**src/logic/elm_pkg.sv**
```systemverilog
// Shared constants and types for the engine-to-output mapping unit
package elm_pkg;

    // ************************************************************
    // Sizes
    // ************************************************************
    localparam int          NUM_ENGINES = 3;
    localparam int          NUM_LEDS    = 9;
    localparam int          MEM_WORDS   = 96;
    localparam int          ADDR_W      = 7;
    localparam int          WORD_W      = 16;
    localparam int          MAP_W       = NUM_LEDS + 1;
    localparam int          PWM_W       = 8;
    localparam int          ARG_W       = 8;

    // ************************************************************
    // Row layout: bits 0..8 drive LED drivers 1..9, bit 9 the general output
    // ************************************************************
    localparam int          ROW_GPO_BIT = 9;
    localparam logic [5:0]  SEL_NONE    = 6'h00;
    localparam logic [5:0]  SEL_LED_MAX = 6'h09;
    localparam logic [5:0]  SEL_GPO     = 6'h10;

    // ************************************************************
    // Timing: master clock and instruction slot
    // ************************************************************
    localparam longint      CLK_HZ      = 200_000_000;
    localparam longint      MASTER_HZ   = 32_768;
    localparam int          MASTER_DIV  = int'(CLK_HZ / MASTER_HZ);
    localparam int          SLOT_TICKS  = 16;
    localparam logic [4:0]  SLOT_LAST   = 5'(SLOT_TICKS - 1);

    // ************************************************************
    // Instruction codes, the carrier that brings them in, and the sequencer states
    // ************************************************************
    typedef enum logic [3:0] {
        OP_LOAD_TABLE_START      = 4'h0,
        OP_LOAD_TABLE_END        = 4'h1,
        OP_MAP_TABLE_START       = 4'h2,
        OP_SINGLE_OUTPUT_SELECT  = 4'h3,
        OP_CLEAR_MAPPING         = 4'h4,
        OP_MAP_NEXT_ROW          = 4'h5,
        OP_MAP_PREV_ROW          = 4'h6,
        OP_POINTER_NEXT_ROW      = 4'h7,
        OP_POINTER_PREV_ROW      = 4'h8,
        OP_MAP_ROW_AT_LOCATION   = 4'h9,
        OP_POINTER_TO_LOCATION   = 4'ha,
        OP_SET_PWM_IMMEDIATE     = 4'hb
    } elm_op_t;

    typedef struct packed {
        elm_op_t                 op;
        logic [1:0]              engine;
        logic [ARG_W-1:0]        arg;
    } elm_instr_t;

    typedef enum logic [1:0] {
        ST_IDLE  = 2'b00,
        ST_READ  = 2'b01,
        ST_APPLY = 2'b10,
        ST_SLOT  = 2'b11
    } elm_state_t;

endpackage

```
**src/logic/elm_prog_mem.sv**
```systemverilog
// Program memory shared by engine programs and mapping rows
`timescale 1ns/1ps
module elm_prog_mem
    import elm_pkg::*;
(
    input  wire logic              clk_i,
    input  wire logic              we_i,
    input  wire logic [ADDR_W-1:0] waddr_i,
    input  wire logic [WORD_W-1:0] wdata_i,
    input  wire logic [ADDR_W-1:0] raddr_i,
    output logic      [WORD_W-1:0] rdata_o
);

    logic [WORD_W-1:0] mem_q [MEM_WORDS];

    // Writes beyond the last word are dropped
    always_ff @(posedge clk_i) begin
        if (we_i && (waddr_i < ADDR_W'(MEM_WORDS))) begin
            mem_q[waddr_i] <= wdata_i;
        end
    end

    // Registered read; out-of-range rows read as empty
    always_ff @(posedge clk_i) begin
        if (raddr_i < ADDR_W'(MEM_WORDS)) begin
            rdata_o <= mem_q[raddr_i];
        end else begin
            rdata_o <= '0;
        end
    end

endmodule

```
**src/logic/elm_map_unit.sv**
```systemverilog
// Engine-to-output mapping instruction unit
`timescale 1ns/1ps

module elm_map_unit
    import elm_pkg::*;
#(
    parameter int unsigned MASTER_DIV_P = MASTER_DIV
)
(
    input  wire logic                                clk_i,
    input  wire logic                                rst_b_i,
    input  wire logic                                instr_valid_i,
    input  wire elm_instr_t                          instr_i,
    input  wire logic                                mem_we_i,
    input  wire logic [ADDR_W-1:0]                   mem_waddr_i,
    input  wire logic [WORD_W-1:0]                   mem_wdata_i,
    output logic                                     busy_o,
    output logic                                     done_o,
    output logic [NUM_ENGINES-1:0][MAP_W-1:0]        map_o,
    output logic [NUM_LEDS-1:0][PWM_W-1:0]           led_pwm_o,
    output logic [NUM_LEDS-1:0]                      led_load_o,
    output logic                                     gpo_owned_o,
    output logic                                     gpo_level_o
);

    // ************************************************************
    // Row arithmetic
    // ************************************************************

    // Forward step wraps at the end only when the pointer sits exactly on it
    function automatic logic [ADDR_W-1:0] step_next(input logic [ADDR_W-1:0] p,
                                                    input logic [ADDR_W-1:0] s,
                                                    input logic [ADDR_W-1:0] e);
        step_next = (p == e) ? s : ADDR_W'(p + 7'h01);
    endfunction

    function automatic logic [ADDR_W-1:0] step_prev(input logic [ADDR_W-1:0] p,
                                                    input logic [ADDR_W-1:0] s,
                                                    input logic [ADDR_W-1:0] e);
        step_prev = (p == s) ? e : ADDR_W'(p - 7'h01);
    endfunction

    // ************************************************************
    // State
    // ************************************************************
    elm_state_t                              state_q;
    elm_instr_t                              cmd_q;
    logic                                    act_q;
    logic [4:0]                              slot_cnt_q;
    logic [$clog2(MASTER_DIV_P+1)-1:0]       div_q;
    logic                                    tick_q;
    logic [NUM_ENGINES-1:0][ADDR_W-1:0]      start_q;
    logic [NUM_ENGINES-1:0][ADDR_W-1:0]      end_q;
    logic [NUM_ENGINES-1:0][ADDR_W-1:0]      ptr_q;
    logic [NUM_ENGINES-1:0][MAP_W-1:0]       map_q;
    logic [ADDR_W-1:0]                       raddr_q;
    logic [WORD_W-1:0]                       rdata;

    // ************************************************************
    // Decode of the incoming instruction
    // ************************************************************
    wire logic              accept    = (state_q == ST_IDLE) && instr_valid_i;
    wire logic [1:0]        eng       = instr_i.engine;
    wire logic [ADDR_W-1:0] arg_addr  = instr_i.arg[ADDR_W-1:0];
    wire logic [ADDR_W-1:0] cur_ptr   = ptr_q[eng];
    wire logic [ADDR_W-1:0] cur_start = start_q[eng];
    wire logic [ADDR_W-1:0] cur_end   = end_q[eng];
    wire logic [ADDR_W-1:0] ptr_fwd   = step_next(cur_ptr, cur_start, cur_end);
    wire logic [ADDR_W-1:0] ptr_back  = step_prev(cur_ptr, cur_start, cur_end);
    wire logic              is_fwd    = (instr_i.op == OP_MAP_NEXT_ROW) || (instr_i.op == OP_POINTER_NEXT_ROW);
    wire logic              is_back   = (instr_i.op == OP_MAP_PREV_ROW) || (instr_i.op == OP_POINTER_PREV_ROW);
    wire logic              is_at     = (instr_i.op == OP_MAP_ROW_AT_LOCATION)
                                        || (instr_i.op == OP_POINTER_TO_LOCATION)
                                        || (instr_i.op == OP_MAP_TABLE_START);
    wire logic              is_start  = (instr_i.op == OP_LOAD_TABLE_START) || (instr_i.op == OP_MAP_TABLE_START);
    wire logic              activates = (instr_i.op == OP_MAP_TABLE_START) || (instr_i.op == OP_MAP_NEXT_ROW)
                                        || (instr_i.op == OP_MAP_PREV_ROW) || (instr_i.op == OP_MAP_ROW_AT_LOCATION);
    wire logic              moves_ptr = is_fwd || is_back || is_at;
    wire logic [ADDR_W-1:0] new_ptr   = is_fwd ? ptr_fwd : (is_back ? ptr_back : arg_addr);

    // Single select code to a one-hot row; unlisted codes connect nothing
    wire logic [5:0]        sel_code  = cmd_q.arg[5:0];
    wire logic [MAP_W-1:0]  sel_row   = (sel_code == SEL_GPO) ? MAP_W'(1) << ROW_GPO_BIT :
                                        ((sel_code != SEL_NONE) && (sel_code <= SEL_LED_MAX))
                                        ? MAP_W'(1) << (sel_code - 6'h01) : '0;
    wire logic [MAP_W-1:0]  run_map   = map_q[cmd_q.engine];
    wire logic              slot_end  = (state_q == ST_SLOT) && tick_q && (slot_cnt_q == SLOT_LAST);
    wire logic              gpo_any   = map_q[0][ROW_GPO_BIT] | map_q[1][ROW_GPO_BIT] | map_q[2][ROW_GPO_BIT];

    // ************************************************************
    // Master clock enable
    // ************************************************************

    // One-cycle tick every MASTER_DIV_P system cycles; stands in for the 32 kHz domain
    always_ff @(posedge clk_i or negedge rst_b_i) begin
        if (!rst_b_i) begin
            div_q  <= '0;
            tick_q <= 1'b0;
        end else begin
            tick_q <= (div_q == $bits(div_q)'(MASTER_DIV_P - 1));
            div_q  <= (div_q == $bits(div_q)'(MASTER_DIV_P - 1)) ? '0 : $bits(div_q)'(div_q + 1'b1);
        end
    end

    // ************************************************************
    // Sequencer
    // ************************************************************

    // Idle, row read, apply, then pad out the fixed slot before signalling done
    always_ff @(posedge clk_i or negedge rst_b_i) begin
        if (!rst_b_i) begin
            state_q    <= ST_IDLE;
            cmd_q      <= '0;
            act_q      <= 1'b0;
            slot_cnt_q <= '0;
            raddr_q    <= '0;
        end else begin
            unique case (state_q)
                ST_IDLE: begin
                    if (accept) begin
                        cmd_q   <= instr_i;
                        act_q   <= activates;
                        raddr_q <= new_ptr;
                        state_q <= ST_READ;
                    end
                end
                ST_READ: begin
                    state_q <= ST_APPLY;
                end
                ST_APPLY: begin
                    slot_cnt_q <= '0;
                    state_q    <= ST_SLOT;
                end
                ST_SLOT: begin
                    if (slot_end) begin
                        state_q <= ST_IDLE;
                    end else if (tick_q) begin
                        slot_cnt_q <= slot_cnt_q + 5'h01;
                    end
                end
            endcase
        end
    end

    // ************************************************************
    // Per-engine table registers
    // ************************************************************

    // Start, end and pointer update at acceptance; only the addressed engine moves
    always_ff @(posedge clk_i or negedge rst_b_i) begin
        if (!rst_b_i) begin
            start_q <= '0;
            end_q   <= '0;
            ptr_q   <= '0;
        end else if (accept) begin
            if (is_start) begin
                start_q[eng] <= arg_addr;
            end
            if (instr_i.op == OP_LOAD_TABLE_END) begin
                end_q[eng] <= arg_addr;
            end
            if (moves_ptr) begin
                ptr_q[eng] <= new_ptr;
            end
        end
    end

    // Connection rows change only in the apply step; pointer-only moves leave them alone
    always_ff @(posedge clk_i or negedge rst_b_i) begin
        if (!rst_b_i) begin
            map_q <= '0;
        end else if (state_q == ST_APPLY) begin
            if (act_q) begin
                map_q[cmd_q.engine] <= rdata[MAP_W-1:0];
            end else if (cmd_q.op == OP_SINGLE_OUTPUT_SELECT) begin
                map_q[cmd_q.engine] <= sel_row;
            end else if (cmd_q.op == OP_CLEAR_MAPPING) begin
                map_q[cmd_q.engine] <= '0;
            end
        end
    end

    // ************************************************************
    // Output drive
    // ************************************************************

    // Only set-PWM pushes a value; a fresh mapping waits for it, released drivers keep their own value
    always_ff @(posedge clk_i or negedge rst_b_i) begin
        if (!rst_b_i) begin
            led_pwm_o   <= '0;
            led_load_o  <= '0;
            gpo_level_o <= 1'b0;
            gpo_owned_o <= 1'b0;
            busy_o      <= 1'b0;
            done_o      <= 1'b0;
            map_o       <= '0;
        end else begin
            led_load_o  <= '0;
            if ((state_q == ST_APPLY) && (cmd_q.op == OP_SET_PWM_IMMEDIATE)) begin
                led_load_o <= run_map[NUM_LEDS-1:0];
                for (int k = 0; k < NUM_LEDS; k++) begin
                    if (run_map[k]) begin
                        led_pwm_o[k] <= cmd_q.arg;
                    end
                end
                if (run_map[ROW_GPO_BIT]) begin
                    gpo_level_o <= (cmd_q.arg != '0);
                end
            end
            gpo_owned_o <= gpo_any;                                  // Low hands the pin back to the host
            busy_o      <= (state_q != ST_IDLE) && !slot_end;
            done_o      <= slot_end;
            map_o       <= map_q;
        end
    end

    // ************************************************************
    // Memory
    // ************************************************************
    elm_prog_mem u_mem (
        .clk_i   (clk_i),
        .we_i    (mem_we_i),
        .waddr_i (mem_waddr_i),
        .wdata_i (mem_wdata_i),
        .raddr_i (raddr_q),
        .rdata_o (rdata)
    );
endmodule

```
**config.mk**
```make
export PLATFORM = sky130hd
export DESIGN_NAME = elm_map_unit
export DESIGN_NICKNAME = d
export VERILOG_FILES = /design/src/logic/elm_pkg.sv /design/src/logic/elm_prog_mem.sv /design/src/logic/elm_map_unit.sv
export SDC_FILE = /design/constraint.sdc
export NUM_CORES = 1
export LEC_CHECK = 0
export ABC_AREA = 1
export BUFFER_PORTS_ARGS = -buffer_cell sky130_fd_sc_hd__clkbuf_2
export CAP_MARGIN = 15
export CORE_MARGIN = 4
export CORE_UTILIZATION = 55
export CTS_CLUSTER_SIZE = 30
export DETAILED_ROUTE_END_ITERATION = 12
export PLACE_DENSITY = 0.7
export SLEW_MARGIN = 20
export SYNTH_ARGS = -nofsm -noshare
export SYNTH_HDL_FRONTEND = slang
export SYNTH_SLANG_ARGS = --single-unit
```
**constraint.sdc**
```tcl
create_clock -name clk_i -period 2.7 [get_ports clk_i]
set_input_delay 0.54 -clock clk_i [delete_from_list [all_inputs] [get_ports clk_i]]
set_output_delay 0.54 -clock clk_i [all_outputs]
set_load 0.05 [all_outputs]
```
==> results of run 1 <==
## metal layers
layer,global-route usage [%],up-vias,share of wire [%]
met5,0,-,0.010
met4,9.33,2,3.4
met3,4.33,269,8.7
met2,42.8,1685,47
met1,38.6,16700,41
li1,-,15600,-
## timing repair
action | 4_1_cts | 5_1_grt
setup endpoints to repair | 0 | 2
setup buffers | 0 | 0
hold endpoints to repair | 64 | 0
hold buffers | 1 | 0
gates resized for setup | 0 | 1
## logic make-up (layout without fill, tap and decap cells)
logic type | Yosys count | after routing | share of synthesized area [%]
simple gates | 1417 | 1417 | 11.8
flops | 1221 | 1221 | 71.5
compound gates | 1065 | 1065 | 12.7
buf+inv | 427 | 775 | 3.38
xor+xnor | 17 | 17 | 0.302
fa+ha+maj | 12 | 12 | 0.304
## metrics by stage
step,power (mW),cell area (sq um),std cells
6_report,36.8,56700,5672
5_1_grt,37.9,56700,5672
4_1_cts,37.0,56700,5672
3_5_place_dp,21.4,52900,5454
3_3_place_gp,21.4,52900,5454
2_1_floorplan,20.9,49400,4159
## final cells by class
class / count / area, sq um
clock buffer: 159 / 3250
clock inverter: 58 / 469
sequential: 1221 / 35300
timing repair buffer: 386 / 3100
multi-input combinational: 2511 / 12400
tap: 1165 / 1460
inverter: 172 / 666
fill: 6623 / 32100
## sequential cells by signal, summed over array words and instances, names as in the netlist, 2 cells and up
register,cells
u_mem.rdata_o,10
map_o,30
div_q,13
led_load_o,9
end_q,21
ptr_q,21
map_q,30
state_q,2
cmd_q,14
slot_cnt_q,5
u_mem.mem_q,960
raddr_q,7
start_q,21
led_pwm_o,72
## how the worst max path moves through the flow
| stage | end | slack, ns | depth (start not counted) |
|---|---|---|---|
| 2_1_floorplan | raddr_q[6] | 0.60 | 15 |
| 5_1_grt | map_q[21] | 0.04 | 9 |
| 3_5_place_dp | u_mem.rdata_o[0] | 0.11 | 10 |
| 3_3_place_gp | raddr_q[3] | 0.12 | 16 |
| 6_report | u_mem.rdata_o[0] | 0.09 | 10 |
| 4_1_cts | u_mem.rdata_o[0] | 0.09 | 10 |
## power groups by stage
| stage | registers, mW | logic, mW | clock network (mW) |
|---|---|---|---|
| floorplan | 20.8 | 0.126 | 0 |
| global placement | 20.7 | 0.637 | 0 |
| detailed placement | 20.7 | 0.650 | 0 |
| CTS | 20.4 | 0.653 | 16.0 |
| global route | 20.4 | 0.704 | 16.8 |
| finish | 20.4 | 0.652 | 15.8 |
## critical path: stages, from the launching register on
cell	delay, ns
dfrtp_4	0.59
inv_6	0.20
buf_4	0.27
o21ai_0	0.13
o22ai_1	0.21
o21ai_0	0.12
o211ai_1	0.32
nand3_1	0.26
nand2_1	0.25
nand2_1	0.08
nand2_1	0.10
## cell usage after synthesis
cell type	n
o21ai_0	674
xnor2_1	2
nand2_4	1
nand3_2	13
o221ai_1	175
clkinv_1	7
inv_2	5
buf_6	3
a21oi_1	41
buf_4	5
o22ai_1	99
buf_1	9
buf_2	22
nor2_2	9
nor3_1	21
or2_2	1
a21boi_0	4
a31oi_1	6
ha_1	12
nand3_4	1
nor2_1	674
nor3b_1	3
clkbuf_1	216
o41ai_1	1
dfrtp_1	251
nand3_1	233
nand2_2	6
nand2_1	447
inv_1	160
o211ai_1	27
xor2_1	15
a41oi_1	1
edfxtp_1	960
a22oi_1	37
nand4_1	8
dfxtp_1	10
==> flow_summary.yaml, run 1 <==
grt:
  grt_pass1_vias: 32700
  antenna_found_initial: 1
  grt_start_max_net_pins: 113
  grt_overflow_total: 0
  grtUsageTotal_pct: 27.0
  grt_pass1_wl_um: 197000
yosys:
  avgSynthCellArea_sq_um: 11.9
  syn-cell-area_sq_mm: 0.0494
  synthCells: 4159
  synth-seq-area-share_pct: 71.5
  synth_fp_nets: 4212
  yosysTopAreaCellShare_pct: 58.4
  ys_seq_elements: 1221
  ys_warn_count: 0
  synth_top_cell_by_area: "edfxtp_1"
  ys_types: 36
  synthTopCellsByArea: "edfxtp_1 (58%), dfrtp_1 (13%), o21ai_0 (6.8%)"
pwr:
  p_sw_mw: 7.51
  sw_frac_of_total_pct: 20.4
  p_leak_nw: 21.0
  powerDensity_mw_per_mm2: 650
  pwr-share-clk_pct: 42.9
  p_seq_share_pct: 55.3
  combPwrFrac_pct: 1.8
  internal_power_mw: 29.3
  ir_drop_uv: 778
sta:
  timing.hold.ws_ns: 0.0889
  fmax_mhz: 383
  setup_slack_ns: 0.0888
  relSlewSlack_pct: 44.8
  finalCriticalPeriod_ns: 2.61
  finalSetupViolations: 0
  report.final.slew_viol_count: 0
  fin_crit_sh_pct: 96.7
  fin_skew_ns: 0.0171
  rsz0062_at_grt: "no"
  final_hold_viol_count: 0
  tns_ns: 0
  worstMarginPinSlew_ns: 0.823
finish:
  fin_nets: 4465
  mostFrequentLayoutCells: "edfxtp_1 (960), nor2_1 (674), o21ai_0 (671)"
  syn2layout_area_growth_pct: 14.8
  num_antenna_cells: 0
  layout-drive-gt1-share_pct: 13.1
  layout_commonest_cell: "edfxtp_1"
  utilization_pct: 63.8
clock_network:
  cts_buffer_depth: 3
  cts_buffers: 120
  clk-insertion-delay-late_ns: 0.72
  cts_htree_levels: 3
  cts_tree: "built"
  root_buffer: "clkbuf_16"
  clock_sinks: 1221
  path_clk_slew_ns: 0.06
route:
  ant_nets: 0
  drt-pass1-iter-count: 6
  via_per_inst: 6.04
  detailedRoute.firstIterationViolations: 4352
  wl_per_cell_um: 22.7
  dr_total_vias: 34300
  wl_um: 129000
  drc: 0
job:
  cap_violations: 0
hold_path:
  holdCritPathClass: "in -> reg"
  hold_start: "instr_i[7]"
  hold_end: "cmd_q[7]"
  hold_path_depth: 3
status:
  status: "finished, final reports clean"
worst_setup_path:
  reg2reg_to: "u_mem.rdata_o[0]"
  crit_type: "reg -> reg"
  worstPathRequired_ns: 3.35
  crit_arrival_ns: 3.26
  r2r_setup_slack_ns: 0.09
  worst_setup_path_end_kind: "register"
  path_max_fanout: 18
  r2r_cells: 10
  cp-start-kind: "register"
  r2r_start: "raddr_q[1]"
  critPathLaunch: "raddr_q[1]"
die:
  die_area_sq_mm: 0.0947
  placementRows: 109
  die_y_um: 308
  initial_core_util_pct: 55.6
  coreArea_sq_mm: 0.0888
  ios: 156
  die_width_um: 308
place:
  place_hpwl_um: 79300
  post-place-ws_ns: 0.106
  placement.io_buffers: 149
  gp_congestion: 0.929
No activity file was read; power rests on OpenSTA's default activity.
==> run 2: changes to the inputs <==
--- a/config.mk
+++ b/config.mk
@@ -8,7 +8,7 @@
 export ABC_AREA = 1
 export BUFFER_PORTS_ARGS = -buffer_cell sky130_fd_sc_hd__clkbuf_2
 export CAP_MARGIN = 15
-export CORE_MARGIN = 4
+export CORE_MARGIN = 2
 export CORE_UTILIZATION = 55
 export CTS_CLUSTER_SIZE = 30
 export DETAILED_ROUTE_END_ITERATION = 12
==> run 2 against run 1 <==
Combinational power fell by 2%. Global-route usage increased by 0.57 points. Sequential share of layout area decreased by 0.54 points. Clock skew up 0.016 ns. Final cell count grew 0.46%. Clock-buffer cell count fell by 10. Via count up 0.72%. Power rose by 4.1%. Register-to-register slack worse by 0.02 ns. Non-clock buffer count is 19 higher. Core utilization up 0.66 points.
==> flow_summary.yaml, run 2 (synthesis results as in run 1) <==
status:
  status: "finished, final reports clean"
worst_setup_path:
  r2r_cells: 10
  crit_type: "reg -> reg"
  critPathLaunch: "raddr_q[0]"
  path_max_fanout: 44
  crit_arrival_ns: 3.25
  worst_setup_path_end_kind: "register"
  reg2reg_to: "u_mem.rdata_o[0]"
  endpoint: "u_mem.rdata_o[0]"
  r2r_setup_slack_ns: 0.07
  r2r_start: "raddr_q[0]"
  cp-start-kind: "register"
  worstPathRequired_ns: 3.32
die:
  die_width_um: 304
  coreArea_sq_mm: 0.0886
  placementRows: 109
  die_y_um: 304
  ios: 156
  die_area_sq_mm: 0.0922
  initial_core_util_pct: 55.7
grt:
  grt_pass1_wl_um: 196000
  antenna_found_initial: 7
  grt_start_max_net_pins: 108
  grtUsageTotal_pct: 27.6
  grt_overflow_total: 0
  grt_pass1_vias: 33000
route:
  wl_um: 129000
  drc: 0
  wl_per_cell_um: 22.6
  via_per_inst: 6.06
  detailedRoute.firstIterationViolations: 4148
  drt-pass1-iter-count: 7
  dr_total_vias: 34500
  ant_nets: 0
clock_network:
  cts_htree_levels: 3
  clock_sinks: 1221
  cts_buffer_depth: 3
  cts_setup_buffers: 0
  cts_tree: "built"
  root_buffer: "clkbuf_16"
  clk-insertion-delay-late_ns: 0.72
  cts_buffers: 119
  path_clk_slew_ns: 0.06
sta:
  fmax_mhz: 380
  fin_crit_sh_pct: 97.5
  finalCriticalPeriod_ns: 2.63
  relSlewSlack_pct: 41.2
  final_hold_viol_count: 0
  setup_slack_ns: 0.0682
  rsz0062_at_grt: "no"
  worstMarginPinSlew_ns: 0.878
  fin_skew_ns: 0.0330
  report.final.slew_viol_count: 0
  tns_ns: 0
  finalSetupViolations: 0
finish:
  layout-drive-gt1-share_pct: 13.9
  mostFrequentLayoutCells: "edfxtp_1 (960), nor2_1 (674), o21ai_0 (670)"
  syn2layout_area_growth_pct: 15.8
  layout_commonest_cell: "edfxtp_1"
  largest_reg_flops: 960
  layout.cells.non_filler: 5698
  fin_nets: 4483
  largest_register: "u_mem.mem_q"
  top_regs: "u_mem.mem_q x960, led_pwm_o x72"
  fillers: 6603
pwr:
  powerDensity_mw_per_mm2: 671
  p_leak_nw: 21.3
  totalPowerFinal_mw: 38.3
  ir_drop_uv: 626
place:
  post-place-ws_ns: 0.0788
  dpl.cell_count: 5473
  gp_congestion: 0.896
  placement.io_buffers: 149
  place_hpwl_um: 79000
job:
  cap_violations: 0
hold_path:
  holdCritPathClass: "in -> reg"
==> run 2: cell types whose count changed in the layout (fill, tap and decap cells not counted), moves of 3 or more <==
cell	previous run	this run
buf_4	203	226
bufinv_16	4	19
clkbuf_1	31	21
clkinv_1	31	24
clkinv_2	17	23
buf_12	43	39
clkinv_4	0	3
clkinv_8	3	0
==> run 2: worst min path at each step <==
| stage | startpoint | to | slack (ns) | cells past startpoint |
|---|---|---|---|---|
| global route | instr_i[7] | cmd_q[7] | 0.1 | 3 |
| detailed placement | map_q[20] | map_o[20] | 0.36 | 0 |
| floorplan | rst_b_i | act_q | 0.24 | 0 |
| finish | instr_i[7] | cmd_q[7] | 0.1 | 3 |
| CTS | instr_i[7] | cmd_q[7] | 0.08 | 3 |
| global placement | map_q[21] | map_o[21] | 0.36 | 0 |
==> run 2: layer usage <==
layer | routed length, um | vias up | track usage, % | part of all wire [%]
met5 | 83 | - | 0 | 0.064
met4 | 5510 | 12 | 11.7 | 4.3
met3 | 10200 | 312 | 4.30 | 7.9
met2 | 60800 | 1666 | 44.1 | 47
met1 | 52400 | 16900 | 38.1 | 41
li1 | - | 15700 | - | -
==> run 2: power by group <==
group,internal [mW],switching (mW)
clock,10.2,7.11
combinational,0.121,0.515
sequential,20.3,0.0106
total,30.7,7.64
==> run 2: cell type report <==
cell class              count  area (sq um)  share of cell area, %
diodes                      1          2.50                0.00438
clock buffers             149          3210                   5.61
clock inverters            74           911                   1.59
inverters                 172           669                   1.17
multi-input cells        2511         12400                   21.7
flip-flops and latches   1221         35300                   61.8
well taps                1165          1460                   2.55
repair buffers            405          3190                   5.59
==> run 2: per-stage QoR <==
step           util, %  hold WS (ns)  area, sq um
2_1_floorplan        -         0.244        49400
3_3_place_gp      59.8         0.360        53000
3_5_place_dp      59.8         0.361        53000
4_1_cts           64.5        0.0760        57200
5_1_grt           64.5        0.0956        57200
6_report          64.5        0.0963        57200
==> run 2: critical path, cell delays in order, from the launching register on <==
cell and delay, ns:
dfrtp_4 0.60, buf_12 0.24, buf_12 0.23, o21ai_0 0.12, o22ai_1 0.31, o21ai_0 0.17, o211ai_1 0.19, nand3_1 0.21
nand2_1 0.23, nand2_1 0.08, nand2_1 0.12
==> run 2: what timing repair did <==
item | 4_1_cts | 5_1_grt
gates resized for setup | 0 | 3
setup endpoints to repair | 0 | 6
hold endpoints to repair | 56 | 0
hold buffers | 1 | 0
